File: config.mk
export PLATFORM = sky130hd
export DESIGN_NAME = hdx_serial_port
export DESIGN_NICKNAME = d
export VERILOG_FILES = /design/src/logic/hdx_pkg.sv /design/src/logic/hdx_serial_port.sv
export SDC_FILE = /design/constraint.sdc
export NUM_CORES = 1
export LEC_CHECK = 0
export BUFFER_PORTS_ARGS = -buffer_cell sky130_fd_sc_hd__buf_2
export CORE_UTILIZATION = 56
export DETAILED_ROUTE_END_ITERATION = 10
export PLACE_DENSITY = 0.85
export SLEW_MARGIN = 20
export SYNTH_ARGS = -nofsm -noshare
export SYNTH_HDL_FRONTEND = slang
export SYNTH_SLANG_ARGS = --single-unit
File: constraint.sdc
create_clock -name clk_sys -period 4 [get_ports clk_sys]
set_clock_uncertainty 0.1 [all_clocks]
set_input_delay 0.2 -clock clk_sys [delete_from_list [all_inputs] [get_ports clk_sys]]
set_output_delay 0.2 -clock clk_sys [all_outputs]
set_load 0.1 [all_outputs]
File: src/logic/hdx_pkg.sv
// constants and types of the half-duplex serial port
// assumes one 10 MHz clock and an AHB-Lite register bus
package hdx_pkg;

  localparam logic [7:0] A_STATUS = 8'h00;
  localparam logic [7:0] A_CONFIG = 8'h04;
  localparam logic [7:0] A_TXHOLD = 8'h08;
  localparam logic [7:0] A_RXHOLD = 8'h0C;
  localparam logic [7:0] A_CMD    = 8'h10;

  localparam int S_BUSY  = 0;
  localparam int S_ALLOW = 1;
  localparam int S_RXPRG = 2;
  localparam int S_PEND  = 3;
  localparam int S_PERR  = 4;
  localparam int S_FERR  = 5;
  localparam int S_PBIT  = 7;

  localparam int C_SEND = 0;
  localparam int C_RECV = 1;

  localparam logic [3:0] WL_MAX = 4'h8;
  localparam logic [3:0] WL_MIN = 4'h1;

  localparam logic [1:0] T_OFF  = 2'h0;
  localparam logic [1:0] T_EDGE = 2'h1;
  localparam logic [1:0] T_INT  = 2'h2;

  localparam logic [7:0] EDGE_LOAD = 8'hFF;

  // config register layout, from bit 6 down to bit 0
  typedef struct packed {
    logic       hs_on;
    logic       odd;
    logic       par_en;
    logic [3:0] wlen;
  } hdx_cfg_s;

  localparam hdx_cfg_s CFG_RESET = '{hs_on: 1'b0, odd: 1'b0, par_en: 1'b0, wlen: 4'h8};

  typedef enum logic [5:0] {
    ST_IDLE  = 6'h01,
    ST_TXCTS = 6'h02,
    ST_TX    = 6'h04,
    ST_RXARM = 6'h08,
    ST_RXCHK = 6'h10,
    ST_RXBIT = 6'h20
  } hdx_state_e;

  // smallest prescale shift that fits a period in the 8-bit timer
  function automatic int hdx_shift(input int cyc);
    int s;
    s = 0;
    for (int i = 0; i < 16; i++)
      if ((cyc >> s) > 256)
        s = s + 1;
    return s;
  endfunction

  function automatic logic hdx_fold(input logic [7:0] d);
    logic [3:0] n;
    logic [1:0] p;
    n = d[7:4] ^ d[3:0];
    p = n[3:2] ^ n[1:0];
    return p[1] ^ p[0];
  endfunction

endpackage

File: src/logic/hdx_serial_port.sv
// half-duplex asynchronous serial port with AHB-Lite registers
// assumes timer_edge_input and cts_n already synchronous to clk_sys
`timescale 1ns/10ps
module hdx_serial_port
  import hdx_pkg::*;
#(
  parameter int CLK_HZ   = 10_000_000,
  parameter int BIT_RATE = 9600
)
(
  input  wire logic        clk_sys,
  input  wire logic        resetn,
  input  wire logic        hsel,
  input  wire logic [31:0] haddr,
  input  wire logic [1:0]  htrans,
  input  wire logic        hwrite,
  input  wire logic [2:0]  hsize,
  input  wire logic [31:0] hwdata,
  input  wire logic        hready,
  output logic      [31:0] hrdata,
  output logic             hreadyout,
  output logic             hresp,
  input  wire logic        timer_edge_input,
  output logic             serial_out_pin,
  input  wire logic        cts_n,
  output logic             rts_n
);

  localparam int CYC_BIT  = CLK_HZ / BIT_RATE;
  localparam int CYC_SBIT = CYC_BIT + CYC_BIT / 2;
  localparam int SH_BIT   = hdx_shift(CYC_BIT);
  localparam int SH_SBIT  = hdx_shift(CYC_SBIT);
  localparam logic [7:0]  LOAD_BIT  = 8'(256 - (CYC_BIT >> SH_BIT));
  localparam logic [7:0]  LOAD_SBIT = 8'(256 - (CYC_SBIT >> SH_SBIT));
  localparam logic [15:0] MASK_BIT  = 16'((1 << SH_BIT) - 1);
  localparam logic [15:0] MASK_SBIT = 16'((1 << SH_SBIT) - 1);

  if (CYC_BIT < 4 || SH_SBIT > 15)
    $error("bit rate does not fit this clock");

  hdx_state_e  state_q;
  hdx_cfg_s    cfg_q;
  logic [7:0]  tx_hold_q;
  logic [7:0]  rx_hold_q;
  logic [7:0]  rx_data_q;
  logic [9:0]  tx_shift_q;
  logic [3:0]  cnt_q;
  logic        busy_q;
  logic        allow_q;
  logic        rxprg_q;
  logic        pend_q;
  logic        perr_q;
  logic        ferr_q;
  logic        pbit_q;
  logic [7:0]  tmr_q;
  logic [15:0] pre_q;
  logic [15:0] mask_q;
  logic [1:0]  tmode_q;
  logic        rx_prev_q;
  logic [7:0]  addr_q;
  logic        wr_q;
  logic        rd_q;

  // bus
  logic        take;
  logic        wr_stat;
  logic        wr_cfg;
  logic        wr_tx;
  logic        wr_cmd;
  logic [31:0] rd_val;
  // engine
  logic        free;
  logic        send_req;
  logic        recv_req;
  logic        tick;
  logic        fall;
  logic        ovf;
  logic        cts_ok;
  logic        arm_edge;
  logic        go_sbit;
  logic        go_bit;
  logic [7:0]  wl_mask;
  logic        tx_par;
  logic [9:0]  frame;
  logic [3:0]  last;
  logic [3:0]  wl_in;

  assign take    = hsel && htrans[1] && hready;
  assign wr_stat = wr_q && addr_q == A_STATUS;
  assign wr_cfg  = wr_q && addr_q == A_CONFIG;
  assign wr_tx   = wr_q && addr_q == A_TXHOLD;
  assign wr_cmd  = wr_q && addr_q == A_CMD;

  assign free     = !busy_q && !pend_q && state_q == ST_IDLE;
  assign send_req = wr_cmd && hwdata[C_SEND] && free;
  assign recv_req = wr_cmd && hwdata[C_RECV] && !hwdata[C_SEND] && free;

  always_comb
  begin
    if (hwdata[3:0] > WL_MAX)
      wl_in = WL_MAX;
    else if (hwdata[3:0] < WL_MIN)
      wl_in = WL_MIN;
    else
      wl_in = hwdata[3:0];
  end

  always_comb
  begin
    rd_val = 32'h0000_0000;
    if (addr_q == A_STATUS)
    begin
      rd_val[S_BUSY]  = busy_q;
      rd_val[S_ALLOW] = allow_q;
      rd_val[S_RXPRG] = rxprg_q;
      rd_val[S_PEND]  = pend_q;
      rd_val[S_PERR]  = perr_q;
      rd_val[S_FERR]  = ferr_q;
      rd_val[S_PBIT]  = pbit_q;
    end
    else if (addr_q == A_CONFIG)
      rd_val[6:0] = cfg_q;
    else if (addr_q == A_TXHOLD)
      rd_val[7:0] = tx_hold_q;
    else if (addr_q == A_RXHOLD)
      rd_val[7:0] = rx_hold_q;
  end

  // reads take one wait state so a write just before is seen
  always_ff @(posedge clk_sys)
  begin
    if (!resetn)
    begin
      addr_q    <= 8'h00;
      wr_q      <= 1'b0;
      rd_q      <= 1'b0;
      hreadyout <= 1'b1;
      hrdata    <= 32'h0000_0000;
      hresp     <= 1'b0;
    end
    else
    begin
      hresp <= 1'b0;
      wr_q  <= take && hwrite;
      rd_q  <= take && !hwrite;
      if (take)
        addr_q <= haddr[7:0];
      if (take && !hwrite)
        hreadyout <= 1'b0;
      else
        hreadyout <= 1'b1;
      if (rd_q)
        hrdata <= rd_val;
    end
  end

  always_ff @(posedge clk_sys)
  begin
    if (!resetn)
    begin
      cfg_q     <= CFG_RESET;
      tx_hold_q <= 8'h00;
    end
    else
    begin
      if (wr_cfg)
        cfg_q <= '{hs_on: hwdata[6], odd: hwdata[5], par_en: hwdata[4], wlen: wl_in};
      if (wr_tx)
        tx_hold_q <= hwdata[7:0];
    end
  end

  // bit timer: edge counter or prescaled internal counter
  assign tick = tmode_q == T_INT && pre_q == mask_q;
  assign fall = tmode_q == T_EDGE && rx_prev_q && !timer_edge_input;
  assign ovf  = (tick || fall) && tmr_q == 8'hFF;

  always_ff @(posedge clk_sys)
  begin
    if (!resetn)
    begin
      tmr_q     <= 8'h00;
      pre_q     <= 16'h0000;
      mask_q    <= 16'h0000;
      tmode_q   <= T_OFF;
      rx_prev_q <= 1'b1;
    end
    else
    begin
      rx_prev_q <= timer_edge_input;
      if (arm_edge)
      begin
        tmr_q   <= EDGE_LOAD;
        tmode_q <= T_EDGE;
      end
      else if (go_sbit)
      begin
        tmr_q   <= LOAD_SBIT;
        mask_q  <= MASK_SBIT;
        pre_q   <= 16'h0000;
        tmode_q <= T_INT;
      end
      else if (go_bit)
      begin
        tmr_q   <= LOAD_BIT;
        mask_q  <= MASK_BIT;
        pre_q   <= 16'h0000;
        tmode_q <= T_INT;
      end
      else if (state_q == ST_IDLE)
        tmode_q <= T_OFF;
      else if (ovf && tmode_q == T_EDGE)
      begin
        tmr_q   <= 8'h00;
        tmode_q <= T_OFF;
      end
      else if (ovf)
      begin
        tmr_q  <= LOAD_BIT;
        mask_q <= MASK_BIT;
        pre_q  <= 16'h0000;
      end
      else if (tick)
      begin
        tmr_q <= tmr_q + 8'h01;
        pre_q <= 16'h0000;
      end
      else if (fall)
        tmr_q <= tmr_q + 8'h01;
      else if (tmode_q == T_INT)
        pre_q <= pre_q + 16'h0001;
    end
  end

  assign cts_ok   = !cfg_q.hs_on || !cts_n;
  assign arm_edge = (state_q == ST_IDLE && recv_req)
                 || (state_q == ST_RXCHK && timer_edge_input);
  assign go_sbit  = state_q == ST_RXCHK && !timer_edge_input;
  assign go_bit   = state_q == ST_TXCTS && allow_q && cts_ok;

  assign wl_mask = 8'((9'h001 << cfg_q.wlen) - 9'h001);
  assign tx_par  = hdx_fold(tx_hold_q & wl_mask) ^ cfg_q.odd;
  assign last    = cfg_q.wlen + {3'h0, cfg_q.par_en};

  // data LSB first, then parity, rest ones for the single stop bit
  always_comb
  begin
    frame = 10'h3FF;
    for (int i = 0; i < 8; i++)
      if (i < int'(cfg_q.wlen))
        frame[i] = tx_hold_q[i];
    if (cfg_q.par_en)
      frame[cfg_q.wlen] = tx_par;
  end

  always_ff @(posedge clk_sys)
  begin
    if (!resetn)
    begin
      state_q        <= ST_IDLE;
      tx_shift_q     <= 10'h3FF;
      cnt_q          <= 4'h0;
      serial_out_pin <= 1'b1;
      rx_data_q      <= 8'h00;
      rx_hold_q      <= 8'h00;
      busy_q         <= 1'b0;
      allow_q        <= 1'b0;
      rxprg_q        <= 1'b0;
      pend_q         <= 1'b0;
      perr_q         <= 1'b0;
      ferr_q         <= 1'b0;
      pbit_q         <= 1'b0;
    end
    else
    begin
      if (wr_stat)
        allow_q <= hwdata[S_ALLOW];
      case (state_q)
        ST_IDLE:
        begin
          if (send_req)
          begin
            allow_q    <= 1'b1;
            busy_q     <= 1'b1;
            tx_shift_q <= frame;
            pbit_q     <= tx_par;
            state_q    <= ST_TXCTS;
          end
          else if (recv_req)
          begin
            pend_q  <= 1'b1;
            perr_q  <= 1'b0;
            ferr_q  <= 1'b0;
            state_q <= ST_RXARM;
          end
        end
        ST_TXCTS:
        begin
          if (!allow_q)
          begin
            busy_q  <= 1'b0;
            state_q <= ST_IDLE;
          end
          else if (cts_ok)
          begin
            serial_out_pin <= 1'b0;
            cnt_q          <= 4'h0;
            state_q        <= ST_TX;
          end
        end
        ST_TX:
        begin
          if (!allow_q)
          begin
            serial_out_pin <= 1'b1;
            busy_q         <= 1'b0;
            state_q        <= ST_IDLE;
          end
          else if (ovf && cnt_q == last + 4'h1)
          begin
            busy_q  <= 1'b0;
            state_q <= ST_IDLE;
          end
          else if (ovf)
          begin
            serial_out_pin <= tx_shift_q[0];
            tx_shift_q     <= {1'b1, tx_shift_q[9:1]};
            cnt_q          <= cnt_q + 4'h1;
          end
        end
        ST_RXARM:
        begin
          if (ovf)
            state_q <= ST_RXCHK;
        end
        ST_RXCHK:
        begin
          if (!timer_edge_input)
          begin
            rxprg_q   <= 1'b1;
            rx_data_q <= 8'h00;
            cnt_q     <= 4'h0;
            state_q   <= ST_RXBIT;
          end
          else
            state_q <= ST_RXARM;
        end
        ST_RXBIT:
        begin
          if (ovf)
          begin
            cnt_q <= cnt_q + 4'h1;
            if (cnt_q < cfg_q.wlen)
              rx_data_q[cnt_q[2:0]] <= timer_edge_input;
            else if (cfg_q.par_en && cnt_q == cfg_q.wlen)
              pbit_q <= timer_edge_input;
            else
            begin
              ferr_q    <= !timer_edge_input;
              perr_q    <= cfg_q.par_en
                        && ((hdx_fold(rx_data_q) ^ cfg_q.odd) != pbit_q);
              rx_hold_q <= rx_data_q;
              pend_q    <= 1'b0;
              rxprg_q   <= 1'b0;
              state_q   <= ST_IDLE;
            end
          end
        end
        default:
          state_q <= ST_IDLE;
      endcase
    end
  end

  // rts low only while waiting for or taking in a character
  always_ff @(posedge clk_sys)
  begin
    if (!resetn)
      rts_n <= 1'b1;
    else
      rts_n <= !(cfg_q.hs_on && (state_q == ST_RXARM || state_q == ST_RXCHK
                                 || state_q == ST_RXBIT));
  end

endmodule

* After elaboration in Yosys (flattened, before gate mapping)
Cells that the tools add are included.
Word-level totals: word-level logic and storage cells 293, output and inout bits 36, input bits 76, register bits after elaboration 122
Cells by class: $lt $le $gt $ge 15, add/subtract/negate cells 6, equality and inequality tests 42, reductions and logical operators 70, bitwise operators 13, muxes and demuxes 116, shift operators 1
Operators with widths (count):
- 16-bit 2-to-1 mux | 13
- 8-bit 2-to-1 mux | 13
- 6-bit 2-to-1 mux | 12
- 10-bit 2-to-1 mux | 5
- 1-bit 2-to-1 mux | 45
- 6-bit one-hot mux with 6 select lines | 1
- 4-bit 2-to-1 mux | 8
- 2-bit inequality test, second input constant | 16
- 1-bit logical AND | 31
- 5-bit AND reduction | 5
- 3-bit inequality test, second input constant | 7
- 10-bit one-hot mux with 2 select lines | 1
- 16-bit by 1-bit adder with 16-bit output, second input constant | 1
- 16-bit == test | 1
- 8-bit by 4-bit == test with 1-bit output, second input constant | 2
- 3-bit by 4-bit < comparator with 1-bit output, first input constant | 4
- 4-bit one-hot mux with 4 select lines | 1
- 8-bit one-hot mux with 2 select lines | 1
- 4-bit AND reduction | 4
- 1-bit one-hot mux with 2 select lines | 6
- 6-bit AND reduction | 2
- 10-bit bitwise mux | 1
- 5-bit nonzero test | 2
- 4-bit by 1-bit adder with 4-bit output, second input constant | 2
- other kinds (49) | 79

* Logic depth before layout (Yosys ltp)
depth after elaboration 11, mapped depth 15, depth with buffers taken out 13

* Worst setup path after synthesis
OpenSTA, ideal clock, no wires.
path kind register to register, start register cfg_q[1] in the netlist's numbering, end register tx_shift_q[9], slack 0.858 ns, path buffers 0, period minus slack after synthesis 3.142 ns, required time 3.780 ns, arrival time 2.922 ns, stages on the path, launching flop included 13, cells stage by stage dfxtp_1 or2_2 nor2_1 inv_1 ha_1 or3_1 a21o_1 a21boi_1 xnor2_1 xnor3_1 nand2_1 or4_1 o31a_1
On the way: cells in the longest elaborated chain, start to end 11, elaborated cells on any way between the ends 22, those cells by class 3 x add/sub; 2 x order compare; 2 x eq/ne; 1 x shift; 6 x mux; 5 x bitwise; 3 x reduce/logical
RTL lines:
- start, declared | RTL line hdx_serial_port.sv:42 | hdx_cfg_s cfg_q;
- start signal, assigned | RTL line hdx_serial_port.sv:167 | cfg_q <= '{hs_on: hwdata[6], odd: hwdata[5], par_en: hwdata[4], wlen: wl_in};
- 1-bit by 4-bit left shift with 8-bit output | RTL line hdx_serial_port.sv:241 | assign wl_mask = 8'((9'h001 << cfg_q.wlen) - 9'h001);
- 8-bit by 1-bit subtractor with 8-bit output | RTL line hdx_serial_port.sv:241
- 8-bit bitwise AND | RTL line hdx_serial_port.sv:242 | assign tx_par = hdx_fold(tx_hold_q & wl_mask) ^ cfg_q.odd;
- 4-bit bitwise XOR | RTL line hdx_pkg.sv:63 | n = d[7:4] ^ d[3:0];
- 2-bit bitwise XOR | RTL line hdx_pkg.sv:64 | p = n[3:2] ^ n[1:0];
- 1-bit bitwise XOR | RTL line hdx_pkg.sv:65 | return p[1] ^ p[0];
- 1-bit bitwise XOR | RTL line hdx_serial_port.sv:242
- 10-bit bitwise mux | RTL line hdx_serial_port.sv:253 | frame[cfg_q.wlen] = tx_par;
- 10-bit 2-to-1 mux | RTL line hdx_serial_port.sv:252 | if (cfg_q.par_en)
- 10-bit 2-to-1 mux | RTL line hdx_serial_port.sv:281 | if (send_req)
- 10-bit one-hot mux with 2 select lines | RTL line hdx_serial_port.sv:278 | case (state_q)
- end signal, assigned | RTL line hdx_serial_port.sv:285 | tx_shift_q <= frame;
- end signal, assigned | RTL line hdx_serial_port.sv:327 | tx_shift_q <= {1'b1, tx_shift_q[9:1]};
- end, declared | RTL line hdx_serial_port.sv:46 | logic [9:0] tx_shift_q;
Parallel ways exist; a longest one is shown, timed or not. The select of a mux whose other input is x is not followed. A chain may end at the register's enable or synchronous reset.

* Worst setup path after layout
start register cfg_q[0] in the netlist's numbering, end register tx_shift_q[4]
The elaborated chain is that of the path after synthesis.

==> impl_results.md <==
* Critical Path AT at approximately 3.7 ns
* PostCTS Resize Cnt at 0
* Sum of negative setup slack at 0 ns
* Distinct cells, synth at 77
* # nets final at 847
* Nature of the critical path startpoint: flip-flop
* Core Area at 10,320 um^2
* Hold slack at 0.03365 ns
* Worst-Skew Late Latency at 0.38 ns
* Share of cells above drive strength 1 at 0.1268
* RSZ-0062 raised after global routing: false
* Slew Limit Fails at 0
* Clock root buffer: clkbuf_8
* Critical path peak fanout at 7
* Number of synthesized flops with an enable pin at 0
* Max H-tree Level at 3
* WL final at 14,490 um
* Relative slew margins at 0.3532
* Total grt overflow at 0
* Bufs on Longest Clock Path at 2
* Beginning of the critical path: cfg_q[0]
* Largest net degree at the start of global routing at 38
* Commonest cells after routing, fill and taps aside: 107 x dfxtp_1, 99 x nand2_1, 71 x nor2_1
* Routed Antenna Nets at 0
* Yosys top cell area share at 0.3593
* Initial Util at 0.5775
* Fmax at around 0.28 GHz
* Synth-to-Final Area Change at 7.912%
* Post-Layout Cell Count at roughly 900
* Final Setup Violations at 0
* Slew @ Worst Pin at ~0.96 ns
* Design Power at around 2.5 mW
* Clock Power Share at 0.276
* #FFs+latches synth at approximately 110
* Port buffer count at 34
* Post-synth ARST share at 0
* Logic pwr share at 0.244
* Vias per inst at 5.990
* Critical path class: flip-flop to flip-flop
* Routability cong. at between 0.8 and 0.9
* NetSw at ~0.84 mW
* Commonest non-fill, non-tap cell in the layout: dfxtp_1
* Overall Global Routing Usage at 0.2689
* First-pass GRT wire length at approximately 24,000 um
* Post-Syn Instances at approximately 730
* Max Cap Viol at 0
* Dpl hpwl at between 9000 and 10,000 um
* Post-Syn Area at 5962 um^2
* Pwr Density at 380.9 nW/um^2
* I/O pin count at 112
* Final Hold Viols at 0
* WP data required at 4.14 ns
* Fin crit period at roughly 3.5 ns
* Post-Place Worst Slack at between 0.5 and 0.6 ns
* Top FF cell, synth: dfxtp_1
* Worst reg-to-reg setup slack at approximately 0.48 ns
* Worst Hold Class: primary input to flip-flop
* Vias at ~5.4k
* Largest cells by area after synthesis: dfxtp_1 36%, nand2_1 6.2%, a21oi_1 5.2%
* Drt first pass iters at 5
* Antenna violations before repair at 0
* LEAKAGE at between 2 and 2.5 nW
* Slack of the critical path at approximately 0.48 ns
* CTS tree: built
* YS warnings at 0
* Final core occ at 0.6232
* Routed len/inst at 16.08 um
* Worst-path clk slew at approximately 0.1 ns
* Design area at around 6400 um^2
* Fillers at around 830
* Run status: complete, no violations
* Endpoint type of the worst setup path: flip-flop
* CTS buffer count at 9
* Die height at around 110 um
* Placed Instances at between 800 and 900
* Post-synth top area cell: dfxtp_1
* Placed cell areas at between 6000 and 7000 um^2
* Vias in the first global route at between 4k and 5k
* Int Power at ~1.6 mW
* Syn avg cell area at around 8 um^2
* Die Area at around 11,000 um^2
* Core Rows at 37
* Reg-to-Reg Start: cfg_q[0]
* Die width at ~110 um
* # DRC at 0
* Seq/Total Area, Yosys at 0.3593
* Sw frac at 0.3422
* Reg power frac at 0.480
* Initial drt markers at 521
* Min-delay src: hwdata[3]
* CTS sink cnt at between 100 and 150
* Antenna cell count at 0
* Peak VDD IR at between 200 and 300 uV
* Part of the cycle the worst path needs at 0.8790
-- registers in the layout, indices dropped and copies added, names as in the netlist, 2 cells and up --
name        cells
tmode_q         2
addr_q          8
pre_q          16
rx_data_q       8
state_q         6
cfg_q           7
tmr_q           8
rx_hold_q       8
cnt_q           4
tx_hold_q       8
tx_shift_q     10
hrdata          8
-- power by group through the flow --
stage / Combinational [mW] / Sequential, mW / Clock [mW]
final: 0.598 / 1.18 / 0.676
after CTS: 0.589 / 1.17 / 0.688
after floorplan: 0.506 / 1.18 / 0
after global routing: 0.657 / 1.18 / 0.732
after global placement: 0.559 / 1.19 / 0
after detailed placement: 0.574 / 1.20 / 0
-- final cells by class --
type / instances / area [um^2] / share of cell area
Sequential cell: 107 / 2142 / 0.3329
Clock buffer: 9 / 123.9 / 0.01925
Timing Repair Buffer: 59 / 395.4 / 0.06145
Clock inverter: 6 / 73.82 / 0.01147
Inverter: 15 / 56.30 / 0.008751
Tap cell: 136 / 170.2 / 0.02645
Multi-Input combinational cell: 569 / 3472 / 0.5397
-- synth_stat cells (14+ instances only) --
cell type    n
nor2_1      71
clkbuf_1    25
nand3_1     35
nand2_1     99
xnor2_1     22
nor3_1      14
inv_1       14
buf_4       28
xor2_1      19
o21ai_0     34
a21oi_1     62
dfxtp_1    107
and3_1      14
nand2b_1    17
-- final timing paths --
kind                                      end  cells after the start
worst max-delay path            tx_shift_q[4]                     12
worst min-delay path             tx_hold_q[3]                      3
worst max register to register  tx_shift_q[4]                     12
worst min register to register      addr_q[6]                      2
-- metal layers --
layer,track usage,routed length [um]
met1,0.3531,6050
met2,0.4403,7133
met3,0.04554,1006
met4,0.1026,294
met5,0,0
-- timing repair --
| item | in CTS | in global routing |
|---|---|---|
| setup buffers | 0 | 0 |
| hold endpoints to repair | 19 | 1 |
| hold buffers | 14 | 1 |
-- cell families after synthesis --
logic type | count (synthesis) | share of synthesized area
mux | 23 | 0.05204
other cells | 1 | 0.0006290
fa+ha+maj | 10 | 0.02099
buf+inv | 80 | 0.07345
simple gates | 321 | 0.2732
xor+xnor | 42 | 0.06401
compound gates | 148 | 0.1564
flops | 107 | 0.3593
-- critical path: stages, from the launching register on --
cell	delay [ns]
dfxtp_1	0.32
or2_2	0.35
nor2_1	0.19
inv_1	0.08
ha_1	0.26
or3_1	0.33
a21o_1	0.18
a21boi_1	0.17
xnor2_1	0.10
xnor3_1	0.45
nand2_1	0.19
o311ai_0	0.48
a41oi_1	0.18
No activity file was read; power rests on OpenSTA's default activity.
